**src/logic/pdf_pkg.sv**
```systemverilog
// Purpose: Shared constants and types for the graphics-port data-phase master.
// Assumes: 1x transfer mode, four bytes moved per clock, one block is four clocks.
// Notes: Grant status codes are the three-bit values seen while the grant is low.
package pdf_pkg;

  localparam int unsigned PDF_AD_W = 32;
  localparam int unsigned PDF_BE_W = 4;
  localparam int unsigned PDF_LEN_W = 8;
  localparam int unsigned PDF_SYNC_W = PDF_AD_W + 2;

  // Clocks per data block and the block phase of the first throttle point.
  localparam logic [1:0] PDF_PH_FIRST = 2'h0;
  localparam logic [1:0] PDF_PH_TP = 2'h2;
  localparam logic [1:0] PDF_PH_LAST = 2'h3;
  localparam logic [2:0] PDF_BLOCK_CLKS = 3'h4;

  // Grant status codes.
  localparam logic [2:0] PDF_ST_RD_LP = 3'h0;
  localparam logic [2:0] PDF_ST_RD_HP = 3'h1;
  localparam logic [2:0] PDF_ST_WR_LP = 3'h2;
  localparam logic [2:0] PDF_ST_WR_HP = 3'h3;

  // Byte enables driven with write data when all lanes carry data.
  localparam logic [3:0] PDF_BE_ALL_N = 4'h0;

  typedef enum logic [2:0] {
    PDF_IDLE = 3'b000,
    PDF_RD_FIRST = 3'b001,
    PDF_XFER = 3'b010,
    PDF_TP_WAIT = 3'b011,
    PDF_GAP = 3'b100
  } pdf_state_e;

  // True when the status code announces a data phase this master takes part in.
  function automatic logic pdf_is_data(input logic [2:0] code);
    return (code == PDF_ST_RD_LP) || (code == PDF_ST_RD_HP) ||
           (code == PDF_ST_WR_LP) || (code == PDF_ST_WR_HP);
  endfunction

  function automatic logic pdf_is_write(input logic [2:0] code);
    return (code == PDF_ST_WR_LP) || (code == PDF_ST_WR_HP);
  endfunction

endpackage

```
**src/logic/pdf_sync.sv**
```systemverilog
// Purpose: Two-flop synchroniser bank for level inputs that come from another clock.
// Assumes: Each bit is an independent level; no bus coherency is needed.
// Notes: The first stage is read only by the second stage.
`timescale 1ns/1ps
`default_nettype none
module pdf_sync #(
  parameter int unsigned WIDTH = 1,
  parameter logic [WIDTH-1:0] RST_VAL = '0
) (
  input wire logic clk, // Core clock.
  input wire logic arst_n, // Asynchronous reset, active low.
  input wire logic [WIDTH-1:0] din, // Raw pin levels.
  output logic [WIDTH-1:0] dout // Synchronised levels.
);

  logic [WIDTH-1:0] meta_ff;
  logic [WIDTH-1:0] hold_ff;

  // Both stages reset to the idle pin level so nothing looks active at release.
  always_ff @(posedge clk or negedge arst_n) begin
    if (!arst_n) begin
      meta_ff <= RST_VAL;
      hold_ff <= RST_VAL;
    end else begin
      meta_ff <= din;
      hold_ff <= meta_ff;
    end
  end

  assign dout = hold_ff;

endmodule
`default_nettype wire

```
**src/logic/pdf_master.sv**
```systemverilog
// Purpose: Data-phase engine of a graphics master: takes read data, sends write data.
// Assumes: The user side presents the length of the head transaction when a grant comes.
// Notes: Port pins share the core clock and feed the logic directly; buffer-full is synchronised.
`timescale 1ns/1ps
`default_nettype none
module pdf_master
  import pdf_pkg::*;
#(
  parameter int unsigned LEN_W = PDF_LEN_W
) (
  input wire logic clk, // Core clock, 125 MHz.
  input wire logic arst_n, // Asynchronous reset, active low.
  input wire logic gnt_n, // Grant pin, active low.
  input wire logic [2:0] grant_status_code, // Status code pins, valid with grant.
  input wire logic trdy_n_in, // Target-ready pin level, active low.
  input wire logic irdy_n_in, // Initiator-ready pin level, unused here.
  output logic irdy_n_out, // Initiator-ready drive value, active low.
  output logic irdy_oe, // Initiator-ready output enable, high while driving.
  input wire logic [PDF_AD_W-1:0] ad_in, // Data bus pin levels.
  output logic [PDF_AD_W-1:0] ad_out, // Data bus drive value.
  output logic ad_oe, // Data bus output enable.
  output logic [PDF_BE_W-1:0] cbe_n_out, // Byte enables with write data, active low.
  output logic cbe_oe, // Byte enable output enable.
  output logic read_buffer_full_n, // Low-priority read buffer full, active low.
  input wire logic user_rbf, // User asks to hold off low-priority read grants.
  input wire logic [LEN_W-1:0] head_len, // Clocks of data in the head transaction.
  output logic head_pop, // Pulse: head transaction has started.
  input wire logic user_rd_stall, // User wants a waitstate at read throttle points.
  output logic [PDF_AD_W-1:0] rd_data, // Captured read word.
  output logic rd_valid, // Pulse: rd_data holds a new word.
  output logic rd_hp, // Read data belongs to a high-priority transaction.
  input wire logic [PDF_AD_W-1:0] wr_data, // Next write word from the user.
  input wire logic [PDF_BE_W-1:0] wr_be_n, // Byte enables for wr_data, active low.
  output logic wr_take, // Pulse: wr_data is taken this clock.
  output logic busy // A data transaction is in progress.
);

  logic [PDF_AD_W-1:0] ad_s;
  logic gnt, trdy;
  logic [2:0] st_s;

  // The port pins come from logic on the common clock and are used as sampled.
  // A synchroniser here would push every handshake two clocks past its slot.
  assign gnt = ~gnt_n;
  assign trdy = ~trdy_n_in;
  assign st_s = grant_status_code;
  assign ad_s = ad_in;

  pdf_state_e state_ff, nxt_state;
  logic [1:0] ph_ff, nxt_ph;
  logic [LEN_W-1:0] rem_ff, nxt_rem;
  logic wr_ff, nxt_wr, hp_ff, nxt_hp;
  logic tp_done_ff, nxt_tp_done;
  logic first_ff, nxt_first;
  logic pend_ff, nxt_pend;
  logic [2:0] pend_code_ff, nxt_pend_code;
  logic irdy_hold_ff, rel_ff;
  logic data_now, more, tp_now, irdy_rdy, tp_ok, last_now, start;
  logic [2:0] start_code;

  // More data beyond the current block means a throttle point exists.
  function automatic logic beyond_block(input logic [LEN_W-1:0] rem, input logic [1:0] ph);
    return rem > LEN_W'(PDF_BLOCK_CLKS - {1'b0, ph});
  endfunction

  assign data_now = (state_ff == PDF_XFER) || ((state_ff == PDF_RD_FIRST) && trdy);
  assign more = beyond_block(rem_ff, ph_ff);
  assign tp_now = (data_now && (ph_ff >= PDF_PH_TP) && more && !tp_done_ff) ||
                  (state_ff == PDF_TP_WAIT);
  assign irdy_rdy = ~user_rd_stall | irdy_hold_ff;
  assign tp_ok = tp_now && trdy && (wr_ff || irdy_rdy);
  assign last_now = data_now && (rem_ff == LEN_W'(1));

  // A grant seen while busy is kept until the bus frees; reads never stall at start.
  assign start = (state_ff == PDF_IDLE && gnt && pdf_is_data(st_s)) ||
                 (last_now && pend_ff);
  assign start_code = (state_ff == PDF_IDLE) ? st_s : pend_code_ff;

  // Next-state decision for the data phase.
  always_comb begin
    nxt_state = state_ff;
    nxt_ph = ph_ff;
    nxt_rem = rem_ff;
    nxt_wr = wr_ff;
    nxt_hp = hp_ff;
    nxt_tp_done = tp_done_ff | (tp_ok && data_now);
    nxt_first = 1'b0;
    nxt_pend = pend_ff;
    nxt_pend_code = pend_code_ff;
    if (state_ff != PDF_IDLE && gnt && pdf_is_data(st_s) && !pend_ff) begin
      nxt_pend = 1'b1;
      nxt_pend_code = st_s;
    end
    if (data_now) begin
      nxt_rem = rem_ff - LEN_W'(1);
      nxt_ph = ph_ff + 2'h1;
      nxt_state = PDF_XFER;
      if (last_now) begin
        nxt_state = PDF_IDLE;
      end else if (ph_ff == PDF_PH_LAST) begin
        nxt_tp_done = 1'b0;
        if (tp_done_ff) begin
          nxt_state = PDF_XFER;
        end else if (tp_ok) begin
          nxt_state = PDF_GAP;
        end else begin
          nxt_state = PDF_TP_WAIT;
        end
      end
    end else if (state_ff == PDF_TP_WAIT && tp_ok) begin
      nxt_state = PDF_GAP;
    end else if (state_ff == PDF_GAP) begin
      nxt_state = PDF_XFER;
      nxt_ph = PDF_PH_FIRST;
    end
    if (start) begin
      nxt_wr = pdf_is_write(start_code);
      nxt_hp = (start_code == PDF_ST_RD_HP) || (start_code == PDF_ST_WR_HP);
      nxt_state = nxt_wr ? PDF_XFER : PDF_RD_FIRST;
      nxt_ph = PDF_PH_FIRST;
      nxt_rem = head_len;
      nxt_tp_done = 1'b0;
      nxt_first = nxt_wr;
      if (state_ff != PDF_IDLE) begin
        nxt_pend = 1'b0;
      end
    end
  end

  // Transaction state.
  always_ff @(posedge clk or negedge arst_n) begin
    if (!arst_n) begin
      state_ff <= PDF_IDLE;
      ph_ff <= PDF_PH_FIRST;
      rem_ff <= '0;
      wr_ff <= 1'b0;
      hp_ff <= 1'b0;
      tp_done_ff <= 1'b0;
      first_ff <= 1'b0;
      pend_ff <= 1'b0;
      pend_code_ff <= PDF_ST_RD_LP;
    end else begin
      state_ff <= nxt_state;
      ph_ff <= nxt_ph;
      rem_ff <= nxt_rem;
      wr_ff <= nxt_wr;
      hp_ff <= nxt_hp;
      tp_done_ff <= nxt_tp_done;
      first_ff <= nxt_first;
      pend_ff <= nxt_pend;
      pend_code_ff <= nxt_pend_code;
    end
  end

  // Once the master shows ready at a point it may not withdraw it, hence the hold.
  always_ff @(posedge clk or negedge arst_n) begin
    if (!arst_n) begin
      irdy_hold_ff <= 1'b0;
      rel_ff <= 1'b0;
    end else begin
      irdy_hold_ff <= tp_now && !wr_ff && irdy_rdy && !tp_ok;
      rel_ff <= (tp_ok && !wr_ff) || (first_ff && state_ff == PDF_XFER);
    end
  end

  // Initiator-ready is a handshake output: driven at read points, pulsed at write start.
  always_comb begin
    irdy_oe = 1'b0;
    irdy_n_out = 1'b1;
    if (state_ff == PDF_XFER && wr_ff && first_ff) begin
      irdy_oe = 1'b1;
      irdy_n_out = 1'b0;
    end else if (tp_now && !wr_ff) begin
      irdy_oe = 1'b1;
      irdy_n_out = ~irdy_rdy;
    end else if (rel_ff) begin
      irdy_oe = 1'b1;
      irdy_n_out = 1'b1;
    end
  end

  // Write data is loaded one clock ahead so the pins come from flops.
  assign wr_take = (nxt_state == PDF_XFER) && nxt_wr;
  assign head_pop = start;
  assign busy = state_ff != PDF_IDLE;

  // The bus stays driven through a write wait; the last word is simply repeated.
  always_ff @(posedge clk or negedge arst_n) begin
    if (!arst_n) begin
      ad_out <= '0;
      cbe_n_out <= PDF_BE_ALL_N;
      ad_oe <= 1'b0;
    end else begin
      if (wr_take) begin
        ad_out <= wr_data;
        cbe_n_out <= wr_be_n;
      end
      ad_oe <= nxt_wr && (nxt_state != PDF_IDLE) && (nxt_state != PDF_RD_FIRST);
    end
  end
  assign cbe_oe = ad_oe;

  // Read words are captured whenever target-ready has qualified them.
  always_ff @(posedge clk or negedge arst_n) begin
    if (!arst_n) begin
      rd_data <= '0;
      rd_valid <= 1'b0;
      rd_hp <= 1'b0;
    end else begin
      rd_valid <= data_now && !wr_ff;
      rd_hp <= hp_ff;
      if (data_now && !wr_ff) begin
        rd_data <= ad_s;
      end
    end
  end

  // Buffer-full may come from the consumer's clock, so it passes two flops.
  // It only gates future low-priority read grants, so the latency costs nothing else.
  pdf_sync #(
    .WIDTH(1),
    .RST_VAL(1'b1)
  ) u_sync (
    .clk(clk),
    .arst_n(arst_n),
    .din(~user_rbf),
    .dout(read_buffer_full_n)
  );

  AST_WR_PULSE: assert property (@(posedge clk) disable iff (!arst_n)
    (irdy_oe && !irdy_n_out && wr_ff) |=> (irdy_oe && irdy_n_out) ##1 !irdy_oe)
    else $error("Write start ready is not one pulse then release.");
  AST_WR_NOWAIT: assert property (@(posedge clk) disable iff (!arst_n)
    (state_ff == PDF_XFER && wr_ff && ph_ff == PDF_PH_FIRST && rem_ff >= LEN_W'(4)) |=>
    (state_ff == PDF_XFER)[*3])
    else $error("Write block stalled inside a block.");
  AST_RD_GAP: assert property (@(posedge clk) disable iff (!arst_n)
    (state_ff == PDF_TP_WAIT && tp_ok) |=> ##1 (state_ff == PDF_XFER && ph_ff == PDF_PH_FIRST))
    else $error("Read block did not resume two clocks after point.");
  AST_TP_DRIVEN: assert property (@(posedge clk) disable iff (!arst_n)
    (tp_now && !wr_ff) |-> irdy_oe)
    else $error("Initiator ready floats at a read throttle point.");
  AST_RELEASE: assert property (@(posedge clk) disable iff (!arst_n)
    ($fell(irdy_oe)) |-> $past(irdy_n_out))
    else $error("Initiator ready floated while asserted.");
  AST_TP_PHASE: assert property (@(posedge clk) disable iff (!arst_n)
    (data_now && ph_ff < PDF_PH_TP) |-> !tp_now)
    else $error("Throttle point before third clock of block.");
  AST_NO_START_STALL: assert property (@(posedge clk) disable iff (!arst_n)
    (state_ff == PDF_RD_FIRST) |-> !irdy_oe)
    else $error("Initiator ready used to hold off read start.");
  AST_HOLD: assert property (@(posedge clk) disable iff (!arst_n)
    (tp_now && !wr_ff && !irdy_n_out && !tp_ok) |=> (!tp_now || !irdy_n_out))
    else $error("Initiator ready withdrawn at a throttle point.");
  AST_SHORT_RD: assert property (@(posedge clk) disable iff (!arst_n)
    (data_now && !wr_ff && rem_ff <= LEN_W'(2) && ph_ff == PDF_PH_TP) |-> !tp_now)
    else $error("Throttle point inside a final short read.");
  COV_RD_WAIT: cover property (@(posedge clk) disable iff (!arst_n)
    state_ff == PDF_TP_WAIT && !wr_ff ##1 state_ff == PDF_GAP);
  COV_WR_TP: cover property (@(posedge clk) disable iff (!arst_n)
    tp_ok && wr_ff && data_now);
  COV_PIPE: cover property (@(posedge clk) disable iff (!arst_n) last_now && pend_ff);

endmodule
`default_nettype wire

```
**config.mk**
```make
export PLATFORM = sky130hd
export DESIGN_NAME = pdf_master
export DESIGN_NICKNAME = d
export VERILOG_FILES = /design/src/logic/pdf_pkg.sv /design/src/logic/pdf_sync.sv /design/src/logic/pdf_master.sv
export SDC_FILE = /design/constraint.sdc
export NUM_CORES = 1
export LEC_CHECK = 0
export BUFFER_PORTS_ARGS = -buffer_cell sky130_fd_sc_hd__buf_2
export CAP_MARGIN = 20
export CORE_MARGIN = 10
export CORE_UTILIZATION = 40
export CTS_BUF_LIST = sky130_fd_sc_hd__clkbuf_8
export DETAILED_ROUTE_END_ITERATION = 8
export HOLD_SLACK_MARGIN = 0.03
export PLACE_DENSITY = 0.7
export SLEW_MARGIN = 15
export SYNTH_ARGS = -nofsm -noshare
export SYNTH_HDL_FRONTEND = slang
export SYNTH_SLANG_ARGS = --single-unit
```
**constraint.sdc**
```tcl
create_clock -name clk -period 3.45 [get_ports clk]
set_clock_uncertainty 0.2 [all_clocks]
set_input_delay 0.69 -clock clk [delete_from_list [all_inputs] [get_ports clk]]
set_output_delay 0.69 -clock clk [all_outputs]
set_load 0.05 [all_outputs]
```
==> metrics.txt, run 1 <==
global-route wire length before repair 16200 um; Hold WC Path Type reg2reg; row count 37; worst slew pin tran approximately 770 ps; Routed WL per cell approximately 17 um; clock sinks 96; largest net degree at the start of global routing 87; port bufs 162; TritonCTS Buffers 9; beginning of the critical path ph_ff[1]; Ys Warns 0; EDFF count, synth 0; Die Ht 123 um; Clock transition at path regs around 100 ps; Post-Syn Nets 398; H-tree depth 3; residual DRC count 0; endpoints failing hold 0; Layout area overhead 32.2%; Final Cycle Share 100%; worst r2r dst cbe_n_out[0]; IO Pins 164; CTS Buffer Depth 2; fraction of registers with async set/reset between 90% and 100%; number of iterations in the first detailed-routing pass 4; initial antenna violation count 0; share of cells above drive strength 1 59.2%; post-synthesis sequential area ratio a little under three fifths; worst flop-to-flop path startpoint ph_ff[1]; DRT Wirelength slightly above 10000 um; nets roughly 580; biggest area consumer among synthesized cells dfrtp_1; WS Path Type reg2out; RSZ-0062 raised after global routing true; pre-CTS WS approximately 45 ps; All-Layer GR Usage 13.5%; synthesized instance count 304; Hold Path Depth 0; Yosys reg bits 96; maxcap violations 0; Core ar. between 0.01 and 0.015 mm^2; TritonCTS clock tree done; Worst Hold End u_sync.dout; Clock Latency Late Sink approximately 350 ps; reg2reg path depth 13; final worst setup slack -15.2 ps; max frequency 289 MHz; via count 3025; die area 0.0150 mm^2; WP data arrival 2580 ps; DRT iter0 DRCs 174; max-slew violation count 0; reg2reg setup slack 310 ps; top-count cell post-synth dfrtp_1; vias in the first global route 3177; Min-Delay Startpoint u_sync.meta_ff; Final setup viols 1; Worst Path Max Fanout 2; Synth cell types 47; gr ovfl total 0; Setup crit end kind output port; GPL Wtd Cong 0.810; failing checks setup timing; fin crit period 3470 ps; Max-slew headroom 49.0%; post-synth top area share 55.9%; Root Buffer clkbuf_8; Final ANT Viol Nets 0; hold_buf cts 0; Inst Count DP approximately 600; ranking of synthesized cells by area dfrtp_1, mux2_2, mux2_4, ha_1, o21ai_0; Post-synth top flop dfrtp_1; Post-Route Utilization between 50% and 60%; commonest cells in the netlist dfrtp_1, mux2_2, mux2_4, nand2_1; detail-routed via count per cell just under 5; Die X 123 um; status finished, violations left; mean post-synth cell area about 14 um^2; Cell Area, Synth 0.00421 mm^2; fill count 904; number of diodes 0; Required @ worst endpoint 2560 ps; initial core utilization about two fifths; CP startpoint kind flip-flop; Final HPWL DP 7890 um; non-filler cells, final 624
==> registers in the layout, indices dropped and copies added, names as in the netlist, 2 cells and up <==
name / flops
cbe_n_out: 4
rem_ff: 8
rd_data: 32
ad_out: 32
state_ff: 3
pend_code_ff: 3
ph_ff: 2
==> what timing repair did <==
action,in CTS,in global routing
pin swaps,5,6
endpoints found under the setup margin,3,3
endpoints found under the hold margin,0,0
setup buffers,3,3
resized for setup,13,7
==> routing by layer <==
layer / share of wire (%) / vias up / routed length (um) / GRT usage (%)
met5: 0 / - / 0 / 0
met4: 1.5 / 0 / 156 / 5.30
met3: 9.5 / 12 / 987 / 4.45
met2: 47 / 130 / 4890 / 21.8
met1: 42 / 1458 / 4320 / 16.3
li1: - / 1425 / - / -
==> cell usage in the layout (no fill, tap or decap), types with 4 or more instances in the layout <==
| master | synthesis | final |
|---|---|---|
| nor2_1 | 11 | 8 |
| mux2_2 | 42 | 42 |
| a21oi_1 | 5 | 5 |
| xor2_1 | 4 | 4 |
| dfrtp_1 | 94 | 94 |
| inv_1 | 13 | 12 |
| mux2_4 | 30 | 30 |
| nand2_1 | 17 | 17 |
| buf_4 | 2 | 17 |
| clkbuf_8 | 0 | 9 |
| buf_2 | 0 | 159 |
| ha_1 | 8 | 6 |
| o21ai_0 | 13 | 11 |
==> through the flow <==
stage	setup TNS, ps	area [um^2]	hold slack [ps]
2_1_floorplan	0	4210	145
3_3_place_gp	0	5210	145
3_5_place_dp	0	5210	147
4_1_cts	-1.75	5510	162
5_1_grt	-196	5560	165
6_report	-15.2	5560	160
==> critical path: stages (launching register included) <==
cell and delay, ps:
dfrtp_1 350, inv_1 70, ha_4 270, inv_4 30
ha_4 220, a211oi_4 290, o31ai_2 100, a222oi_1 330
buf_4 190, nand2_4 50, nor3_4 130, buf_6 190
==> cell families after synthesis <==
kind of cell | after synthesis | share of synthesized area, %
AOI/OAI and AO/OA | 34 | 5.50
xor gates and xnor gates | 7 | 1.46
muxes | 72 | 21.9
and+or+nand+nor | 62 | 8.45
adders and majority gates | 8 | 2.38
DFF | 96 | 57.2
buffers and inverters | 25 | 3.12
==> cell type report <==
type / count / area [um^2] / area share (%)
Multi-Input combinational cell: 183 / 1740 / 31.3
Timing Repair Buffer: 180 / 977 / 17.6
Clock inverter: 7 / 95.1 / 1.71
Tap cell: 136 / 170 / 3.06
Sequential cell: 96 / 2400 / 43.2
Clock buffer: 9 / 124 / 2.23
Inverter: 13 / 51.3 / 0.922
==> how the worst max path moves through the flow <==
stage,to,slack [ps],depth (start not counted)
after floorplan,wr_take,3,10
after global placement,wr_take,150,10
after detailed placement,wr_take,40,10
after CTS,wr_take,-2,11
after global routing,wr_take,-160,11
final,wr_take,-20,11
Power of run 1 is not shown: default switching activity piles up to over one toggle a cycle in this logic, so the estimate is an artifact.
==> run 2, diff against run 1 <==
SKIP_CTS_REPAIR_TIMING = 1   (was default)
==> run 2 against run 1 <==
The flow now finishes without violations. Critical path depth unchanged. Global-route usage down 0.19 points. Sequential share of layout area up 0.45 points. Register-to-register slack better by 50 ps. Critical path type unchanged. Clock-buffer cell count unchanged. Flip-flop and latch count unchanged. Setup slack better by 55 ps. Hold slack about the same. Die area unchanged. Maximum frequency up 1.6%. Wire length up 0.50%.
==> metrics.txt, run 2 (same netlist as run 1, synthesis figures left out) <==
H-tree depth 3 (unchanged); WP data arrival 2520 ps (-60 ps); via count 3000 (-0.83%); reg2reg setup slack 360 ps (+50 ps); TritonCTS Buffers 9 (unchanged); detail-routed via count per cell 4.84 (-0.19%); maxcap violations 0 (unchanged); endpoints failing hold 0 (unchanged); fill count 913 (+1.0%); most frequent cells in the layout buf_2, dfrtp_1, mux2_2; Post-Route Utilization 53.6% (-0.54 points); GR peak layer met2; max-slew violation count 0 (unchanged); die area 0.0150 mm^2 (unchanged); Clock Latency Late Sink 350 ps (about the same); All-Layer GR Usage 13.3% (-0.19 points); DRT iter0 DRCs 149 (-14%); met2 Usage GRT 21.2% (-0.61 points); Final setup viols 0 (-1); vias in the first global route 3141 (-1.1%); cell family with most CP delay compound AO/OA/AOI/OAI gates; worst slew pin tran 768 ps (+3.13 ps); row count 37 (unchanged); DRT Wirelength 10400 um (+0.50%); Max-slew headroom 48.8% (-0.21 points); Core ar. 0.0103 mm^2 (unchanged); Worst Path Max Fanout 2 (unchanged); RSZ-0062 raised after global routing true; Clock transition at path regs 100 ps (about the same); initial core utilization 40.9% (unchanged); Die X 123 um (unchanged); Routed WL per cell 16.8 um (+1.2%); Required @ worst endpoint 2560 ps (about the same); IO Pins 164 (unchanged); number of diodes 0 (unchanged); clock sinks 96 (unchanged); most common cell after layout, fill and taps aside buf_2; slowest CP cell dfrtp_1; Min Hold Slack 161 ps (+0.165 ps); port bufs 162 (unchanged); beginning of the critical path ph_ff[0]; CP startpoint kind flip-flop; Setup crit end kind output port; gr ovfl total 0 (unchanged); Final HPWL DP 7890 um (unchanged); Final Cycle Share 98.9% (-1.6 points); initial antenna violation count 0 (unchanged); nets 573 (-0.69%); CTS Buffer Depth 2 (unchanged); worst flop-to-flop path startpoint ph_ff[0]; Critical Path Max Stage Delay 390 ps (+40 ps); Root Buffer clkbuf_8; buffers and inverters on the worst path 4 (unchanged); Final ANT Viol Nets 0 (unchanged); fin crit period 3410 ps (-54.5 ps); Die Ht 123 um (unchanged); Min-Delay Startpoint u_sync.meta_ff; met3 global-route usage 4.50% (+0.046 points); met1 GRT Util 16.2% (-0.11 points); Layout area overhead 30.9%; status finished clean; global-route wire length before repair 16000 um (-1.3%); WS Path Type reg2out; critical-path cell list inv_2 > ha_4 > inv_2 > ha_4 > a211oi_4 > o31ai_1 > a222oi_1 > buf_4 > nand2_2 > nor3_4 > buf_6; number of iterations in the first detailed-routing pass 4 (unchanged); share of cells above drive strength 1 58.3% (-0.96 points); GPL Wtd Cong 0.810 (unchanged); TritonCTS clock tree done; Hold WC Path Type reg2reg; residual DRC count 0 (unchanged); largest net degree at the start of global routing 87 (unchanged); max frequency 293 MHz (+1.6%); Regs by FF count ad_out (32), rd_data (32), rem_ff (8)
run 2: cell types whose count changed in the layout (fill, tap and decap cells not counted), sizes merged:
cell  previous run  this run
buf            180       176
run 2: stage by stage:
stage / area (um^2) / std cells / worst slack, ps / TNS [ps]
2_1_floorplan: 4210 / 304 / 3.07 / 0
3_3_place_gp: 5210 / 602 / 145 / 0
3_5_place_dp: 5210 / 602 / 44.7 / 0
4_1_cts: 5430 / 618 / -367 / -834
5_1_grt: 5510 / 620 / -67.7 / -119
6_report: 5510 / 620 / 39.3 / 0
run 2: worst paths after layout:
check                           depth (start not counted)            to
worst max-delay path                                   11       wr_take
worst min-delay path                                    0   u_sync.dout
worst max register to register                         13  cbe_n_out[1]
worst min register to register                          0   u_sync.dout
max in group asynchronous                               2   rd_data[18]
min in group asynchronous                               1    ad_out[23]
run 2: cell type report:
class / count / area, um^2 / area share [%]
timing repair buffer: 176 / 943 / 17.1
inverter: 13 / 48.8 / 0.886
clock inverter: 7 / 95.1 / 1.73
tap: 136 / 170 / 3.09
clock buffer: 9 / 124 / 2.25
multi-input combinational: 183 / 1720 / 31.2
sequential: 96 / 2410 / 43.7
run 2: layer usage:
metal,vias to the layer above,wire length (um)
met1,1446,4340
li1,1416,-
met5,-,0
met3,10,1000
met4,0,150
met2,128,4910
run 2: worst register-to-register path, stage by stage (launching register included):
cell,delay (ps)
dfrtp_1,390
inv_2,80
ha_4,200
inv_2,70
ha_4,210
a211oi_4,250
o31ai_1,130
a222oi_1,290
buf_4,180
nand2_2,60
nor3_4,130
buf_4,160
buf_12,230
mux2_2,400
Power of run 2 is left out for the same reason.
==> run 3, diff against run 2 <==
CORE_UTILIZATION = 35   (was 40)
PLACE_DENSITY = default   (was 0.7)
==> run 3 against run 2 <==
Core utilization fell by 5.5 points. Via count shrank 0.23%. Die area grew 12%. The run now ends with setup timing left. Flip-flop and latch count is the same. Maximum frequency down 1.6%. Clock-buffer cell count grew 1. Non-clock buffer count is 2 higher.
==> metrics.txt, run 3 (same netlist as run 1, synthesis figures left out) <==
Required @ worst endpoint 2560 ps (about the same); Root Buffer clkbuf_8; final worst setup slack -16.7 ps (-56.0 ps); TritonCTS clock tree done; highest routed layer met4; Final Cycle Share 100% (+1.6 points); most common cell after layout, fill and taps aside buf_2; worst flop-to-flop path startpoint ph_ff[1]; port bufs 162 (unchanged); Final setup viols 1 (+1); met3 wire length 1130 um (+13%); Min Hold Slack 161 ps (+0.410 ps); via count 2993 (-0.23%); fin crit period 3470 ps (+56.0 ps); critical-path cell list inv_2 > ha_4 > inv_4 > ha_4 > a211oi_4 > o31ai_2 > a222oi_1 > nand2_2 > nor3_4 > buf_6; number of iterations in the first detailed-routing pass 4 (unchanged); WS Path Type reg2out; Hold WC Path Type in2async; Clock Latency Late Sink 370 ps (+20 ps); die area 0.0168 mm^2 (+12%); clock sinks 96 (unchanged); Post-Route Utilization 48.0% (-5.5 points); detail-routed via count per cell 4.76 (-1.7%); Regs by FF count ad_out (32), rd_data (32), rem_ff (8); CP dominant cell by count ha_4; CTS Buffer Depth 2 (unchanged); initial antenna violation count 1 (+1); Setup crit end kind output port; placed cell area 0.00524 mm^2 (+0.55%); All-Layer GR Usage 12.1% (-1.2 points); IO Pins 164 (unchanged); Clock transition at path regs 90 ps (about the same); Routed WL per cell 16.9 um (+0.62%); residual DRC count 0 (unchanged); global-route wire length before repair 16100 um (+0.86%); pre-CTS WS 85.7 ps (+41.0 ps); Max-slew headroom 52.8% (+4.0 points); Stages on worst setup path 10 (-1); worst r2r dst cbe_n_out[2]; nets 575 (+0.35%); buffers and inverters on the worst path 3 (-1); TritonCTS Buffers 9 (unchanged); worst slew pin tran 709 ps (-59.7 ps); cell family with most CP delay compound AO/OA/AOI/OAI gates; endpoints failing hold 0 (unchanged); Critical Path Max Stage Delay 410 ps (+20 ps); max frequency 288 MHz (-1.6%); CP startpoint kind flip-flop; vias in the first global route 3096 (-1.4%); Final HPWL DP 7970 um (+0.95%); H-tree depth 3 (unchanged); Worst Path Max Fanout 2 (unchanged); reg2reg path depth 12 (-1); post-route cell area 0.00558 mm^2 (+1.3%); largest net degree at the start of global routing 55 (-37%); WP data arrival 2580 ps (+60 ps); GPL Wtd Cong 0.784 (-3.2%); status finished, violations left; failing checks setup timing; reg2reg setup slack 320 ps (-40 ps); slowest CP cell a222oi_1; number of diodes 0 (unchanged); Die Ht 130 um (+5.8%); Core ar. 0.0116 mm^2 (+13%); share of cells above drive strength 1 60.1% (+1.8 points); Final ANT Viol Nets 0 (unchanged); Layout area overhead 32.6%; metal2 WL 4780 um (-2.7%); max-slew violation count 0 (unchanged); most frequent cells in the layout buf_2, dfrtp_1, mux2_2; initial core utilization 36.2% (-4.7 points); DRT iter0 DRCs 126 (-15%); RSZ-0062 raised after global routing true; DRT Wirelength 10600 um (+2.1%); gr ovfl total 0 (unchanged); maxcap violations 0 (unchanged); M1 WL 4600 um (+6.1%); row count 39 (+5.4%); Die X 130 um (+5.8%)
==> run 3: changes by cell type in the layout (fill, tap and decap cells not counted), moves of 2 or more <==
cell        before  now
inv_1           12   10
nor2_2           1    3
nor2_1          10    8
clkinv_2         0    3
clkinvlp_4       3    1
==> run 3: how the worst max path moves through the flow <==
| stage | endpoint | startpoint |
|---|---|---|
| after floorplan | wr_take | ph_ff[0] |
| after global placement | wr_take | trdy_n_in |
| after detailed placement | wr_take | ph_ff[0] |
| after CTS | wr_take | ph_ff[0] |
| after global routing | wr_take | ph_ff[0] |
| final | wr_take | ph_ff[1] |
==> run 3: layer usage <==
layer	GRT usage, %	vias up
li1	-	1423
met1	14.6	1434
met2	18.3	127
met3	6.69	9
met4	3.44	0
met5	0	-
==> run 3: worst reg2reg max path, delay by kind of cell (launching register included) <==
family / cells / cell delay [ps]
adders and majority gates: 2 / 480
buffers and inverters: 4 / 520
AOI/OAI and AO/OA: 3 / 750
and+or+nand+nor: 2 / 330
muxes: 1 / 380
DFF: 1 / 380
==> run 3: layout make-up <==
type,instances,area (um^2)
Clock inverter,6,82.6
Multi-Input combinational cell,183,1750
Inverter,13,51.3
Sequential cell,96,2410
Clock buffer,10,138
Tap cell,143,179
Fill cell,1066,6030
Timing Repair Buffer,178,971
==> run 3: through the flow <==
stage	setup TNS [ps]	std cells
6_report	-16.7	629
3_5_place_dp	0	610
4_1_cts	-673	626
3_3_place_gp	0	610
5_1_grt	-328	629
2_1_floorplan	0	304
Power of run 3 is left out for the same reason.
